### src/deac_defs.vh
// Purpose: constants for the data eeprom access control block
// Assumes: 8-bit cpu bus, 128-byte array, 32-byte rows
// Notes:   definitions only
`ifndef DEAC_DEFS_VH
`define DEAC_DEFS_VH

`define DEAC_CSR_ADDR        16'h0030
`define DEAC_CSR_RESET       8'h00
`define DEAC_BIT_START       0
`define DEAC_BIT_WMODE       1
`define DEAC_ARR_BASE        16'h1000
`define DEAC_ARR_SPAN        16'h0080
`define DEAC_ARR_WORDS       128
`define DEAC_ROW_BYTES       32
`define DEAC_PROG_TIME_NS    5000
`define DEAC_CLK_PERIOD_NS   5
`define DEAC_PROG_CYCLES     (`DEAC_PROG_TIME_NS / `DEAC_CLK_PERIOD_NS)
`define DEAC_ERASED          8'hFF

`endif

### src/deac_latches.v
// Purpose: 32 byte data latches with and-merge on repeated writes
// Assumes: clear has priority over capture
// Notes:   no cpu read port on purpose; the read port serves the commit path only
`timescale 1ns/1ps
`default_nettype none
`include "deac_defs.vh"

module deac_latches (
	// clock and reset
	input  wire         ref_clk,
	input  wire         rst_b,
	// capture side
	input  wire         cap_en,
	input  wire [4:0]   cap_idx,
	input  wire [7:0]   cap_data,
	input  wire         clr,
	// row view for the commit path
	input  wire [4:0]   rd_idx,
	output wire [7:0]   rd_data,
	output wire         rd_used
);

	reg [7:0]  byte_r [0:31];
	reg [31:0] used_r;
	integer    i;

	always @(posedge ref_clk) begin
		if (!rst_b || clr) begin
			for (i = 0; i < `DEAC_ROW_BYTES; i = i + 1)
				byte_r[i] <= 8'hFF;
			used_r <= 32'h00000000;
		end else if (cap_en) begin
			byte_r[cap_idx] <= byte_r[cap_idx] & cap_data;
			used_r[cap_idx] <= 1'b1;
		end
	end

	assign rd_data = byte_r[rd_idx];
	assign rd_used = used_r[rd_idx];

endmodule // deac_latches
`default_nettype wire

### src/deac_array.v
// Purpose: byte array of the data eeprom, flip-flop storage
// Assumes: one write port, one read port, bulk erase
// Notes:   contents are kept through reset, as real cells would keep them; no reset input
`timescale 1ns/1ps
`default_nettype none
`include "deac_defs.vh"

module deac_array (
	// clock
	input  wire         ref_clk,
	// write port
	input  wire         we,
	input  wire [6:0]   waddr,
	input  wire [7:0]   wdata,
	input  wire         erase_all,
	// read port
	input  wire [6:0]   raddr,
	output wire [7:0]   rdata
);

	reg [7:0] mem_r [0:127];
	integer   i;

	always @(posedge ref_clk) begin
		if (erase_all) begin
			for (i = 0; i < `DEAC_ARR_WORDS; i = i + 1)
				mem_r[i] <= `DEAC_ERASED;
		end else if (we) begin
			mem_r[waddr] <= wdata;
		end
	end

	assign rdata = mem_r[raddr];

endmodule // deac_array
`default_nettype wire

### src/deac_top.v
// Purpose: data eeprom access control: read mode, latch mode, row programming
// Assumes: cpu bus strobes one cycle long, read data one cycle later
// Notes:   programming walks 32 latch slots then waits out the timer
//
// Decided for this implementation: the address-and-strobe port.
`timescale 1ns/1ps
`default_nettype none
`include "deac_defs.vh"

// Operation
// - read mode returns array bytes like plain rom
// - write mode captures each byte into latch chosen by low address
// - setting program start commits all written latches to the row
// - target row comes from the last eeprom write address
// - end of programming clears start and write mode together
// - latches clear at reset, programming end, write mode fall or halt abort; writes and-merge
// - latches have no cpu read path
// - wait or active halt enters wait at once, or after programming
// - halt enters at once and aborts programming
// - array read while write mode set leaves bus undriven
// - array write while write mode clear is ignored
// - reset during programming leaves array contents unguaranteed
// - readout protection blocks array reads and rewrites
// - removing protection first erases the whole array
// - status bits 7 to 2 read zero
// - write mode cleared by software only while program start is zero
// - program start reads 1 during programming, 0 otherwise
// - status register at 0030h, resets to 00h
// - programming duration is timed internally
module deac_top #(
	parameter integer PROG_CYCLES = `DEAC_PROG_CYCLES
) (
	// clock and reset
	input  wire         ref_clk,
	input  wire         rst_b,
	// cpu bus
	input  wire [15:0]  addr,
	input  wire [7:0]   wdata,
	input  wire         wr_stb,
	input  wire         rd_stb,
	output reg  [7:0]   rdata,
	output reg          rdata_oe_b,
	// power modes
	input  wire         wait_req,
	input  wire         halt_req,
	output reg          wait_ack,
	output reg          halt_ack,
	// protection option
	input  wire         readout_prot,
	input  wire         prot_remove,
	output reg          erase_busy
);

	//--------------------------------------------------------------
	// states
	//--------------------------------------------------------------
	// one-hot: idle, copy latches into the row, wait out the timer,
	// bulk erase; any code outside these falls back to idle
	localparam [3:0] ST_IDLE  = 4'h1;
	localparam [3:0] ST_COPY  = 4'h2;
	localparam [3:0] ST_TIMER = 4'h4;
	localparam [3:0] ST_ERASE = 4'h8;

	//--------------------------------------------------------------
	// address decode helpers
	//--------------------------------------------------------------
	// array window check, used by both the read and the write decode
	function in_array;
		input [15:0] a;
		begin
			if (a < `DEAC_ARR_BASE) begin
				in_array = 1'b0;
			end else if (a < (`DEAC_ARR_BASE + `DEAC_ARR_SPAN)) begin
				in_array = 1'b1;
			end else begin
				in_array = 1'b0;
			end
		end
	endfunction

	// control register match, used by both strobes
	function is_csr;
		input [15:0] a;
		begin
			is_csr = (a == `DEAC_CSR_ADDR);
		end
	endfunction

	// byte offset inside the array: low five bits pick the latch,
	// the two above pick the row
	function [6:0] arr_off;
		input [15:0] a;
		reg   [15:0] d;
		begin
			d = a - `DEAC_ARR_BASE;
			arr_off = d[6:0];
		end
	endfunction

	//--------------------------------------------------------------
	// registers and decode
	//--------------------------------------------------------------
	reg [3:0]  state_r;
	reg [3:0]  state_nxt;
	reg        wmode_r;
	reg        start_r;
	reg        wmode_fall_r;
	reg [1:0]  row_r;
	reg [4:0]  slot_r;
	reg [31:0] tmr_r;
	reg        halted_r;

	wire [6:0] addr_off  = arr_off(addr);
	wire       hit_arr_w = wr_stb && in_array(addr);
	wire       hit_arr_r = rd_stb && in_array(addr);
	wire       hit_csr_w = wr_stb && is_csr(addr);
	wire       hit_csr_r = rd_stb && is_csr(addr);
	wire       busy      = (state_r != ST_IDLE);
	wire       st_idle   = (state_r == ST_IDLE);
	wire       st_copy   = (state_r == ST_COPY);
	wire       st_timer  = (state_r == ST_TIMER);
	wire       st_erase  = (state_r == ST_ERASE);
	wire       slot_used;
	wire [7:0] slot_byte;
	wire [7:0] arr_rd;

	//--------------------------------------------------------------
	// events
	//--------------------------------------------------------------
	// control write in idle; a halt request in the same cycle wins
	wire csr_idle_w = st_idle && !prot_remove && hit_csr_w && !halt_req;

	// start with write mode already on, or set by the same write
	wire go_prog    = csr_idle_w && wdata[`DEAC_BIT_START] &&
		(wmode_r || wdata[`DEAC_BIT_WMODE]);
	wire mode_wr    = csr_idle_w && !go_prog;
	wire go_erase   = st_idle && prot_remove;

	// clearing the start bit mid-cycle is allowed, data not guaranteed
	wire sw_abort   = hit_csr_w && busy && !st_erase && !wdata[`DEAC_BIT_START];
	// erase is one cycle and always finishes, even under halt
	wire halt_abort = halt_req && busy && !st_erase;

	wire copy_last  = st_copy && (slot_r == 5'h1F);
	wire prog_done  = st_timer && (tmr_r == 32'h00000000);

	// a write in read mode, while running or protected never reaches the latches
	wire cap_en     = hit_arr_w && wmode_r && !start_r &&
		!readout_prot && !halted_r;
	// halt drops write mode too, so it clears the latches as a fall would
	wire slots_clr  = prog_done || wmode_fall_r || halt_abort;
	// no cell write in the cycle a halt arrives
	wire arr_we     = st_copy && slot_used && !halt_req && !halted_r;

	//--------------------------------------------------------------
	// latches and array
	//--------------------------------------------------------------
	deac_latches deac_latches_inst (
		.ref_clk  (ref_clk),
		.rst_b    (rst_b),
		.cap_en   (cap_en),
		.cap_idx  (addr_off[4:0]),
		.cap_data (wdata),
		.clr      (slots_clr),
		.rd_idx   (slot_r),
		.rd_data  (slot_byte),
		.rd_used  (slot_used)
	);

	deac_array deac_array_inst (
		.ref_clk   (ref_clk),
		.we        (arr_we),
		.waddr     ({row_r, slot_r}),
		.wdata     (slot_byte),
		.erase_all (st_erase),
		.raddr     (addr_off),
		.rdata     (arr_rd)
	);

	//--------------------------------------------------------------
	// sequencer
	//--------------------------------------------------------------
	always @* begin
		state_nxt = state_r;
		case (state_r)
			ST_IDLE: begin
				if (go_erase) begin
					state_nxt = ST_ERASE;
				end else if (go_prog) begin
					state_nxt = ST_COPY;
				end
			end
			ST_COPY: begin
				if (copy_last) begin
					state_nxt = ST_TIMER;
				end
			end
			ST_TIMER: begin
				if (prog_done) begin
					state_nxt = ST_IDLE;
				end
			end
			ST_ERASE: begin
				state_nxt = ST_IDLE;
			end
			default: begin
				state_nxt = ST_IDLE;
			end
		endcase
		// either abort drops the cycle where it stands
		if (sw_abort || halt_abort) begin
			state_nxt = ST_IDLE;
		end
	end

	always @(posedge ref_clk) begin
		if (!rst_b) begin
			state_r <= ST_IDLE;
		end else begin
			state_r <= state_nxt;
		end
	end

	//--------------------------------------------------------------
	// control register bits
	//--------------------------------------------------------------
	always @(posedge ref_clk) begin
		if (!rst_b) begin
			wmode_r <= 1'b0;
		end else if (prog_done || halt_abort) begin
			wmode_r <= 1'b0;
		end else if (go_prog) begin
			wmode_r <= 1'b1;
		end else if (mode_wr) begin
			wmode_r <= wdata[`DEAC_BIT_WMODE];
		end
	end

	always @(posedge ref_clk) begin
		if (!rst_b) begin
			start_r <= 1'b0;
		end else if (prog_done || sw_abort || halt_abort) begin
			start_r <= 1'b0;
		end else if (go_prog) begin
			start_r <= 1'b1;
		end
	end

	// the latch clear lands one cycle after write mode falls
	always @(posedge ref_clk) begin
		if (!rst_b) begin
			wmode_fall_r <= 1'b0;
		end else begin
			wmode_fall_r <= mode_wr && wmode_r && !wdata[`DEAC_BIT_WMODE];
		end
	end

	//--------------------------------------------------------------
	// row, slot walk and timer
	//--------------------------------------------------------------
	// only the last captured write sets the row; mixed rows are not caught
	always @(posedge ref_clk) begin
		if (!rst_b) begin
			row_r <= 2'h0;
		end else if (cap_en) begin
			row_r <= addr_off[6:5];
		end
	end

	// all 32 slots are visited; unused ones leave their cells alone
	always @(posedge ref_clk) begin
		if (!rst_b) begin
			slot_r <= 5'h00;
		end else if (go_prog) begin
			slot_r <= 5'h00;
		end else if (st_copy) begin
			slot_r <= slot_r + 5'h01;
		end
	end

	// one count per clock, so the parameter is the cycle figure itself
	always @(posedge ref_clk) begin
		if (!rst_b) begin
			tmr_r <= 32'h00000000;
		end else if (copy_last) begin
			tmr_r <= PROG_CYCLES;
		end else if (st_timer && (tmr_r != 32'h00000000)) begin
			tmr_r <= tmr_r - 32'h00000001;
		end
	end

	always @(posedge ref_clk) begin
		if (!rst_b) begin
			halted_r <= 1'b0;
		end else begin
			halted_r <= halt_req;
		end
	end

	//--------------------------------------------------------------
	// read data
	//--------------------------------------------------------------
	// the bus is driven for one cycle after a hit read and idles at zero
	always @(posedge ref_clk) begin
		if (!rst_b) begin
			rdata      <= 8'h00;
			rdata_oe_b <= 1'b1;
		end else if (hit_csr_r) begin
			rdata      <= {6'h00, wmode_r, start_r};
			rdata_oe_b <= 1'b0;
		end else if (hit_arr_r && !wmode_r && !readout_prot) begin
			rdata      <= arr_rd;
			rdata_oe_b <= 1'b0;
		end else begin
			// write mode, protection or a miss: bus left undriven
			rdata      <= 8'h00;
			rdata_oe_b <= 1'b1;
		end
	end

	//--------------------------------------------------------------
	// power modes and erase flag
	//--------------------------------------------------------------
	// wait is only granted idle, so a running cycle always finishes first
	always @(posedge ref_clk) begin
		if (!rst_b) begin
			wait_ack <= 1'b0;
		end else begin
			wait_ack <= wait_req && !busy;
		end
	end

	always @(posedge ref_clk) begin
		if (!rst_b) begin
			halt_ack <= 1'b0;
		end else begin
			halt_ack <= halt_req;
		end
	end

	always @(posedge ref_clk) begin
		if (!rst_b) begin
			erase_busy <= 1'b0;
		end else begin
			erase_busy <= st_erase || prot_remove;
		end
	end

endmodule // deac_top
`default_nettype wire

### config.mk
export PLATFORM = sky130hd
export DESIGN_NAME = deac_top
export DESIGN_NICKNAME = d
export VERILOG_FILES = /design/src/deac_latches.v /design/src/deac_array.v /design/src/deac_top.v
export VERILOG_INCLUDE_DIRS = /design/src
export SDC_FILE = /design/constraint.sdc
export NUM_CORES = 2
export LEC_CHECK = 0
export BUFFER_PORTS_ARGS = -buffer_cell sky130_fd_sc_hd__buf_2
export CORE_ASPECT_RATIO = 0.5
export CORE_MARGIN = 2
export CORE_UTILIZATION = 55
export CTS_CLUSTER_DIAMETER = 60
export DETAILED_ROUTE_END_ITERATION = 8
export PLACE_DENSITY = 0.7
export SLEW_MARGIN = 40
export SYNTH_ARGS = -nofsm -noshare
export SYNTH_HDL_FRONTEND = slang
export SYNTH_HIERARCHICAL = 1
export SYNTH_SLANG_ARGS = --single-unit
### constraint.sdc
create_clock -name ref_clk -period 10.4 [get_ports ref_clk]
set_input_delay 0.52 -clock ref_clk [delete_from_list [all_inputs] [get_ports ref_clk]]
set_output_delay 0.52 -clock ref_clk [all_outputs]
set_load 0.02 [all_outputs]
After elaboration in Yosys (flattened, before gate mapping)

Memories as Yosys holds them, arrays and structs flattened. A register that Yosys moved wholly into a read port is not among the register bits.
Index checks and enable logic that the tools add are counted.

Flip-flop bits (word level): 90
RAM bits: 1280
Output and inout port bits: 12
Logic and storage cells: 142
Memories: 2

Add/subtract/negate cells: 3
$lt $le $gt $ge: 5
Eq/ne operators: 10
Muxes and demuxes: 37
Bitwise operators: 4
Reductions and logical operators: 66

Memory list:

| name                     | words | bits a word | read ports | clocked after memory_dff | write ports | line              | source |
|---|---|---|---|---|---|---|---|
| deac_array_inst.mem_r    | 128   | 8           | 1          | 0                        | 128         | deac_array.v:21   | `reg [7:0] mem_r [0:127];` |
| deac_latches_inst.byte_r | 32    | 8           | 2          | 1                        | 32          | deac_latches.v:23 | `reg [7:0] byte_r [0:31];` |

Operators with widths:

| cell                                                          | count |
|---|---|
| logical AND 1 bit                                             | 32 |
| zero test 32 bit                                              | 1 |
| less-than comparator 16 x 13 -> 1 bit (second input constant) | 2 |
| bitwise OR 32 bit                                             | 1 |
| nonzero test 32 bit                                           | 1 |
| subtractor 32 x 1 -> 32 bit (second input constant)           | 1 |
| 2-to-1 mux 1 bit                                              | 20 |
| 2-to-1 mux 10 bit                                             | 2 |
| equality test 16 x 6 -> 1 bit (second input constant)         | 1 |
| 2-to-1 mux 4 bit                                              | 4 |
| 2-to-1 mux 8 bit                                              | 2 |
| OR reduction 8 bit                                            | 2 |
| 2-to-1 mux 5 bit                                              | 3 |
| zero test 1 bit                                               | 12 |
| less-than comparator 5 x 6 -> 1 bit (second input constant)   | 2 |
| case mux 4 bit (3 select lines)                               | 1 |
| OR reduction 2 bit                                            | 5 |
| logical OR 1 bit                                              | 9 |
| bitwise AND 8 bit                                             | 1 |
| 2-to-1 mux 7 bit                                              | 1 |
| subtractor 7 x 1 -> 7 bit (second input constant)             | 1 |
| adder 5 x 1 -> 5 bit (second input constant)                  | 1 |
| binary-select mux 1 bit (select 5 bit)                        | 1 |
| demux 1 bit (select 5 bit)                                    | 1 |
| other kinds (14)                                              | 18 |

Depth between registers and ports, before layout

Depth after elaboration: 13
Depth in mapped cells: 16
Gate-level depth less buffers: 12

Modules after synthesis

The synthesis kept the hierarchy.

By module, submodules not included:

| module       | instances | cells each | area an instance (um^2) | seq. area each (um^2) |
|---|---|---|---|---|
| deac_array   | 1         | 2981       | 47590.6                 | 30749.5 |
| deac_latches | 1         | 1167       | 14975.6                 | 8328.0 |
| deac_top     | 1         | 317        | 2787.7                  | 1161.1 |

Worst setup path after synthesis

Ideal clock, no wire load.

Kind: register to register
From: register slot_r[0]
To: memory deac_array_inst.mem_r[102][0], enable pin
Data arrival time: 3908 ps
Data required time: 10025 ps
Setup slack: 6118 ps
Stages on the path, launching flop included: 17
Buffers on the path: 8
Period minus slack after synthesis: 4282 ps
Cell sequence: dfxtp_1 > buf_2 > buf_2 > buf_2 > clkbuf_1 > nor2_1 > a221oi_1 > nand3_1 > o211ai_1 > nor4b_1 > or3b_1 > clkbuf_1 > or2_1 > clkbuf_1 > clkbuf_1 > clkbuf_1 > o21bai_1

RTL lines:

| what                   | line            | source |
|---|---|---|
| from (decl)            | deac_top.v:109  | `reg [4:0] slot_r;` |
| from (signal assigned) | deac_top.v:277  | `slot_r <= slot_r + 5'h01;` |
| to (decl)              | deac_array.v:21 |  |

==> impl_metrics.tcl <==
set metrics [dict create \
    worst_hold_path.num_cells 3 \
    worst_r2r_startpoint "slot_r[0]$_SDFFE_PP0P_" \
    synth_top_family_by_area "multiplexers" \
    antenna_left 0 \
    grt.total_usage 0.288 \
    synth-compound-area-share 0.0358 \
    grt_setup_unrepaired "no" \
    post-route-min-period_ns 5.71 \
    timing.fmax_mhz 175 \
    worstSetupEndpointType "flop" \
    grt_pass1_vias 38300 \
    timing.final.hold_violations 0 \
    timing.critical_path.cells "buf_4 > mux4_2 > mux4_2 > nand2_1 > o211ai_1 > nor4b_1 > or3b_1 > or2_4 > buf_4 > o21bai_1" \
    critPathArrivalTime_ns 6.11 \
    setup_total_negative_slack_ns 0 \
    hold_path_startpoint "halt_req" \
    wire_per_inst_um 29.3 \
    slowest_delay_ns 0.82 \
    placeableCoreArea_um2 118000 \
    synth_cell_types 70 \
    clk_root_buffer_cell "sky130_fd_sc_hd__clkbuf_16" \
    grt_start_max_net_pins 136 \
    powerDensity_nw_per_um2 162 \
    place_congestion 0.935 \
    syn_nets 4500 \
    timing.final.crit_share 0.549 \
    yosys.area_share.xor_xnor 0.000670 \
    placed_cells_incl_taps 5730 \
    prevailing_post_synth_register_cell "sky130_fd_sc_hd__edfxtp_1" \
    synth_area_in_simple_gates 0.149 \
    numPortBuffers 43 \
    post-cts-setup-buffers 0 \
    clkSinkCount 1370 \
    slew_headroom 0.402 \
    finalNetCount 4300 \
    finClkSkew_ns 0.0264 \
    wire_length_of_the_first_global_routing_pass_mm 259 \
    count_of_endpoints_failing_setup_in_the_final_report 0 \
    area.growth.synth_to_final_pct 8.22 \
    detail_route.first_pass.iterations 6 \
    synth-seq-cells 1370 \
    min_to "halt_ack$_SDFF_PN0_" \
    hold_path.class "primary input to flop" \
    postRouteWirelength_mm 175 \
    placement_rows 89 \
    global_route.overflow_total 0 \
    cpMaxStageDelayCell "sky130_fd_sc_hd__dfxtp_2" \
    startpoint_types "flop" \
    synthesis.instances 4465 \
    clk_path_buf_depth 3 \
    drcViolationCount 0 \
    cts_inserted_buffers 120 \
    initial_core_utilization 0.554 \
    cts_htree_levels 3 \
    seq_area_frac_synth 0.616 \
    final_max_slew_viols 0 \
    syn-mean-instance-area_um2 14.6 \
    timing.critical_path.required_ns 10.80 \
    worst_setup_hold_path_clk_slew_ns 0.07 \
    clkLatencyLatePin_ns 0.76 \
    synth.area.mux_share 0.165 \
    r2r.worst_path.cells 10 \
    status "complete, no violations" \
    synth-edff-count 1280 \
    vdd_drop_max_uv 178 \
    async_flop_share 0 \
    final.hold.worst_slack_ns 0.115 \
    cts_resized 0 \
    yosys.area_share.adder 0.000574 \
    die_area_um2 122000 \
    drt-initial-drc-count 5461 \
    cts_tree "built" \
    critPathMaxFanout 81 \
    place_hpwl_mm 110 \
    die_h_um 248 \
    post_dp_cell_area_um2 66600 \
    worst_r2r_endpoint "deac_array_inst/mem_r[14][2]$_SDFFCE_PN1P_" \
    fillers 8681 \
    actual_transition_at_the_worst_max_transition_pin_ns 0.895 \
    initial_antenna_violation_count 5 \
    dr_total_vias 39900 \
    floorplan.die.width_um 491 \
    power.leakage_nw 21.7 \
    final_cell_count_no_fill 5962 \
    syn_area_um2 65400 \
    r2r_setup_slack_ns 4.69 \
    layout.cell_area.non_filler_um2 70700 \
    timing_worst_setup_path_type "flop to flop" \
    synthesis.yosys.warnings 6 \
    drv_cap 0 \
    n_antenna_cell 0 \
    share_of_post_route_cells_with_drive_strength_above_1 0.275 \
    vias_per_cell 6.69 \
    ios 44 \
    cts-hold-fix-buffers 2 \
]
per-stage QoR:
stage | utilization | power [mW] | worst slack [ns]
2_1_floorplan | - | 6.78 | 6.12
3_3_place_gp | 0.561 | 7.00 | 4.92
3_5_place_dp | 0.564 | 7.04 | 4.83
4_1_cts | 0.598 | 11.5 | 4.80
5_1_grt | 0.600 | 11.8 | 4.55
6_report | 0.600 | 11.5 | 4.69
sequential cells by signal, indices dropped and copies added, names as in the netlist:
name and cells:
wait_ack 1, erase_busy 1, wmode_fall_r 1, halt_ack 1
slot_r 5, deac_latches_inst/byte_r 256, tmr_r 32, deac_latches_inst/used_r 32
wmode_r 1, rdata 8, state_r 4, rdata_oe_b 1
deac_array_inst/mem_r 1024, row_r 2, start_r 1
logic make-up (layout without fill, tap and decap cells):
logic type	count (synthesis)	count (layout)
fa+ha+maj	3	3
flops	1370	1370
mux	589	589
simple gates	1691	1691
xor+xnor	5	5
buf+inv	475	380
compound gates	332	332
cells in the final DEF, fill, tap and decap left out, types with 14 or more instances in the layout:
cell type	synthesis	layout
sky130_fd_sc_hd__a21o_1	48	48
sky130_fd_sc_hd__a21oi_1	20	20
sky130_fd_sc_hd__a221oi_1	18	18
sky130_fd_sc_hd__buf_2	43	39
sky130_fd_sc_hd__buf_4	14	68
sky130_fd_sc_hd__clkbuf_1	350	21
sky130_fd_sc_hd__clkbuf_16	0	122
sky130_fd_sc_hd__clkinv_1	0	19
sky130_fd_sc_hd__clkinv_2	0	28
sky130_fd_sc_hd__dfxtp_1	90	85
sky130_fd_sc_hd__edfxtp_1	1280	1280
sky130_fd_sc_hd__mux2_2	16	16
sky130_fd_sc_hd__mux2i_1	182	182
sky130_fd_sc_hd__mux4_2	391	391
sky130_fd_sc_hd__nand2_1	352	349
sky130_fd_sc_hd__nand2b_1	92	92
sky130_fd_sc_hd__nand3_1	15	14
sky130_fd_sc_hd__nor2_1	61	57
sky130_fd_sc_hd__nor3_1	25	19
sky130_fd_sc_hd__o211ai_1	25	25
sky130_fd_sc_hd__o21ai_0	48	25
sky130_fd_sc_hd__o21ai_1	1	20
sky130_fd_sc_hd__o21bai_1	63	42
sky130_fd_sc_hd__o21bai_2	0	21
sky130_fd_sc_hd__o22ai_1	64	64
sky130_fd_sc_hd__o31ai_1	15	14
sky130_fd_sc_hd__or2_2	384	384
sky130_fd_sc_hd__or3_1	635	634
sky130_fd_sc_hd__or4_1	27	27
worst max-delay path, delay by kind of cell, from the launching register on:
family / cells / cell delay [ns]
multiplexers: 2 / 1.11
buffers and inverters: 2 / 1.33
AND/OR/NAND/NOR: 4 / 1.40
flip-flops: 1 / 0.82
AO/OA/AOI/OAI: 2 / 0.57
power breakdown:
group	internal, mW	total (mW)	switching [mW]
combinational	0.277	0.730	0.453
clock	2.51	4.55	2.05
sequential	6.15	6.20	0.0510
synth_stat cells, types with 61 or more instances:
| master | instances | area [um^2] |
|---|---|---|
| sky130_fd_sc_hd__nand2_1 | 352 | 1320 |
| sky130_fd_sc_hd__dfxtp_1 | 90 | 1800 |
| sky130_fd_sc_hd__clkbuf_1 | 350 | 1310 |
| sky130_fd_sc_hd__mux2i_1 | 182 | 1820 |
| sky130_fd_sc_hd__o21bai_1 | 63 | 473 |
| sky130_fd_sc_hd__mux4_2 | 391 | 8810 |
| sky130_fd_sc_hd__or3_1 | 635 | 3970 |
| sky130_fd_sc_hd__o22ai_1 | 64 | 400 |
| sky130_fd_sc_hd__or2_2 | 384 | 2400 |
| sky130_fd_sc_hd__edfxtp_1 | 1280 | 38400 |
| sky130_fd_sc_hd__nor2_1 | 61 | 229 |
| sky130_fd_sc_hd__nand2b_1 | 92 | 576 |
worst max path at each step:
stage	start	end	slack, ns	depth (start not counted)
CTS	slot_r[0]$_SDFFE_PP0P_	deac_array_inst/mem_r[15][2]$_SDFFCE_PN1P_	4.80	11
floorplan	slot_r[0]$_SDFFE_PP0P_	deac_array_inst/mem_r[102][0]$_SDFFCE_PN1P_	6.12	16
finish	slot_r[0]$_SDFFE_PP0P_	deac_array_inst/mem_r[14][2]$_SDFFCE_PN1P_	4.69	10
detailed placement	slot_r[0]$_SDFFE_PP0P_	deac_array_inst/mem_r[15][2]$_SDFFCE_PN1P_	4.83	11
global placement	slot_r[0]$_SDFFE_PP0P_	deac_array_inst/mem_r[95][2]$_SDFFCE_PN1P_	4.92	11
global route	slot_r[0]$_SDFFE_PP0P_	deac_array_inst/mem_r[6][7]$_SDFFCE_PN1P_	4.55	10
per-layer routing:
metal,part of all wire,vias to the layer above,GRT usage
li1,-,16800,-
met5,0,-,0
met3,0.11,370,0.0546
met1,0.40,20300,0.422
met2,0.46,2405,0.439
met4,0.035,0,0.0919
cell type report:
cell class	count	area, um^2	area share
clock buffers	151	3230	0.0457
clock inverters	76	738	0.0104
inverters	10	37.5	0.000531
multi-input cells	2620	23200	0.328
flip-flops and latches	1370	40200	0.569
well taps	1592	1990	0.0282
repair buffers	143	1290	0.0182
(Power assumes the default switching activity.)
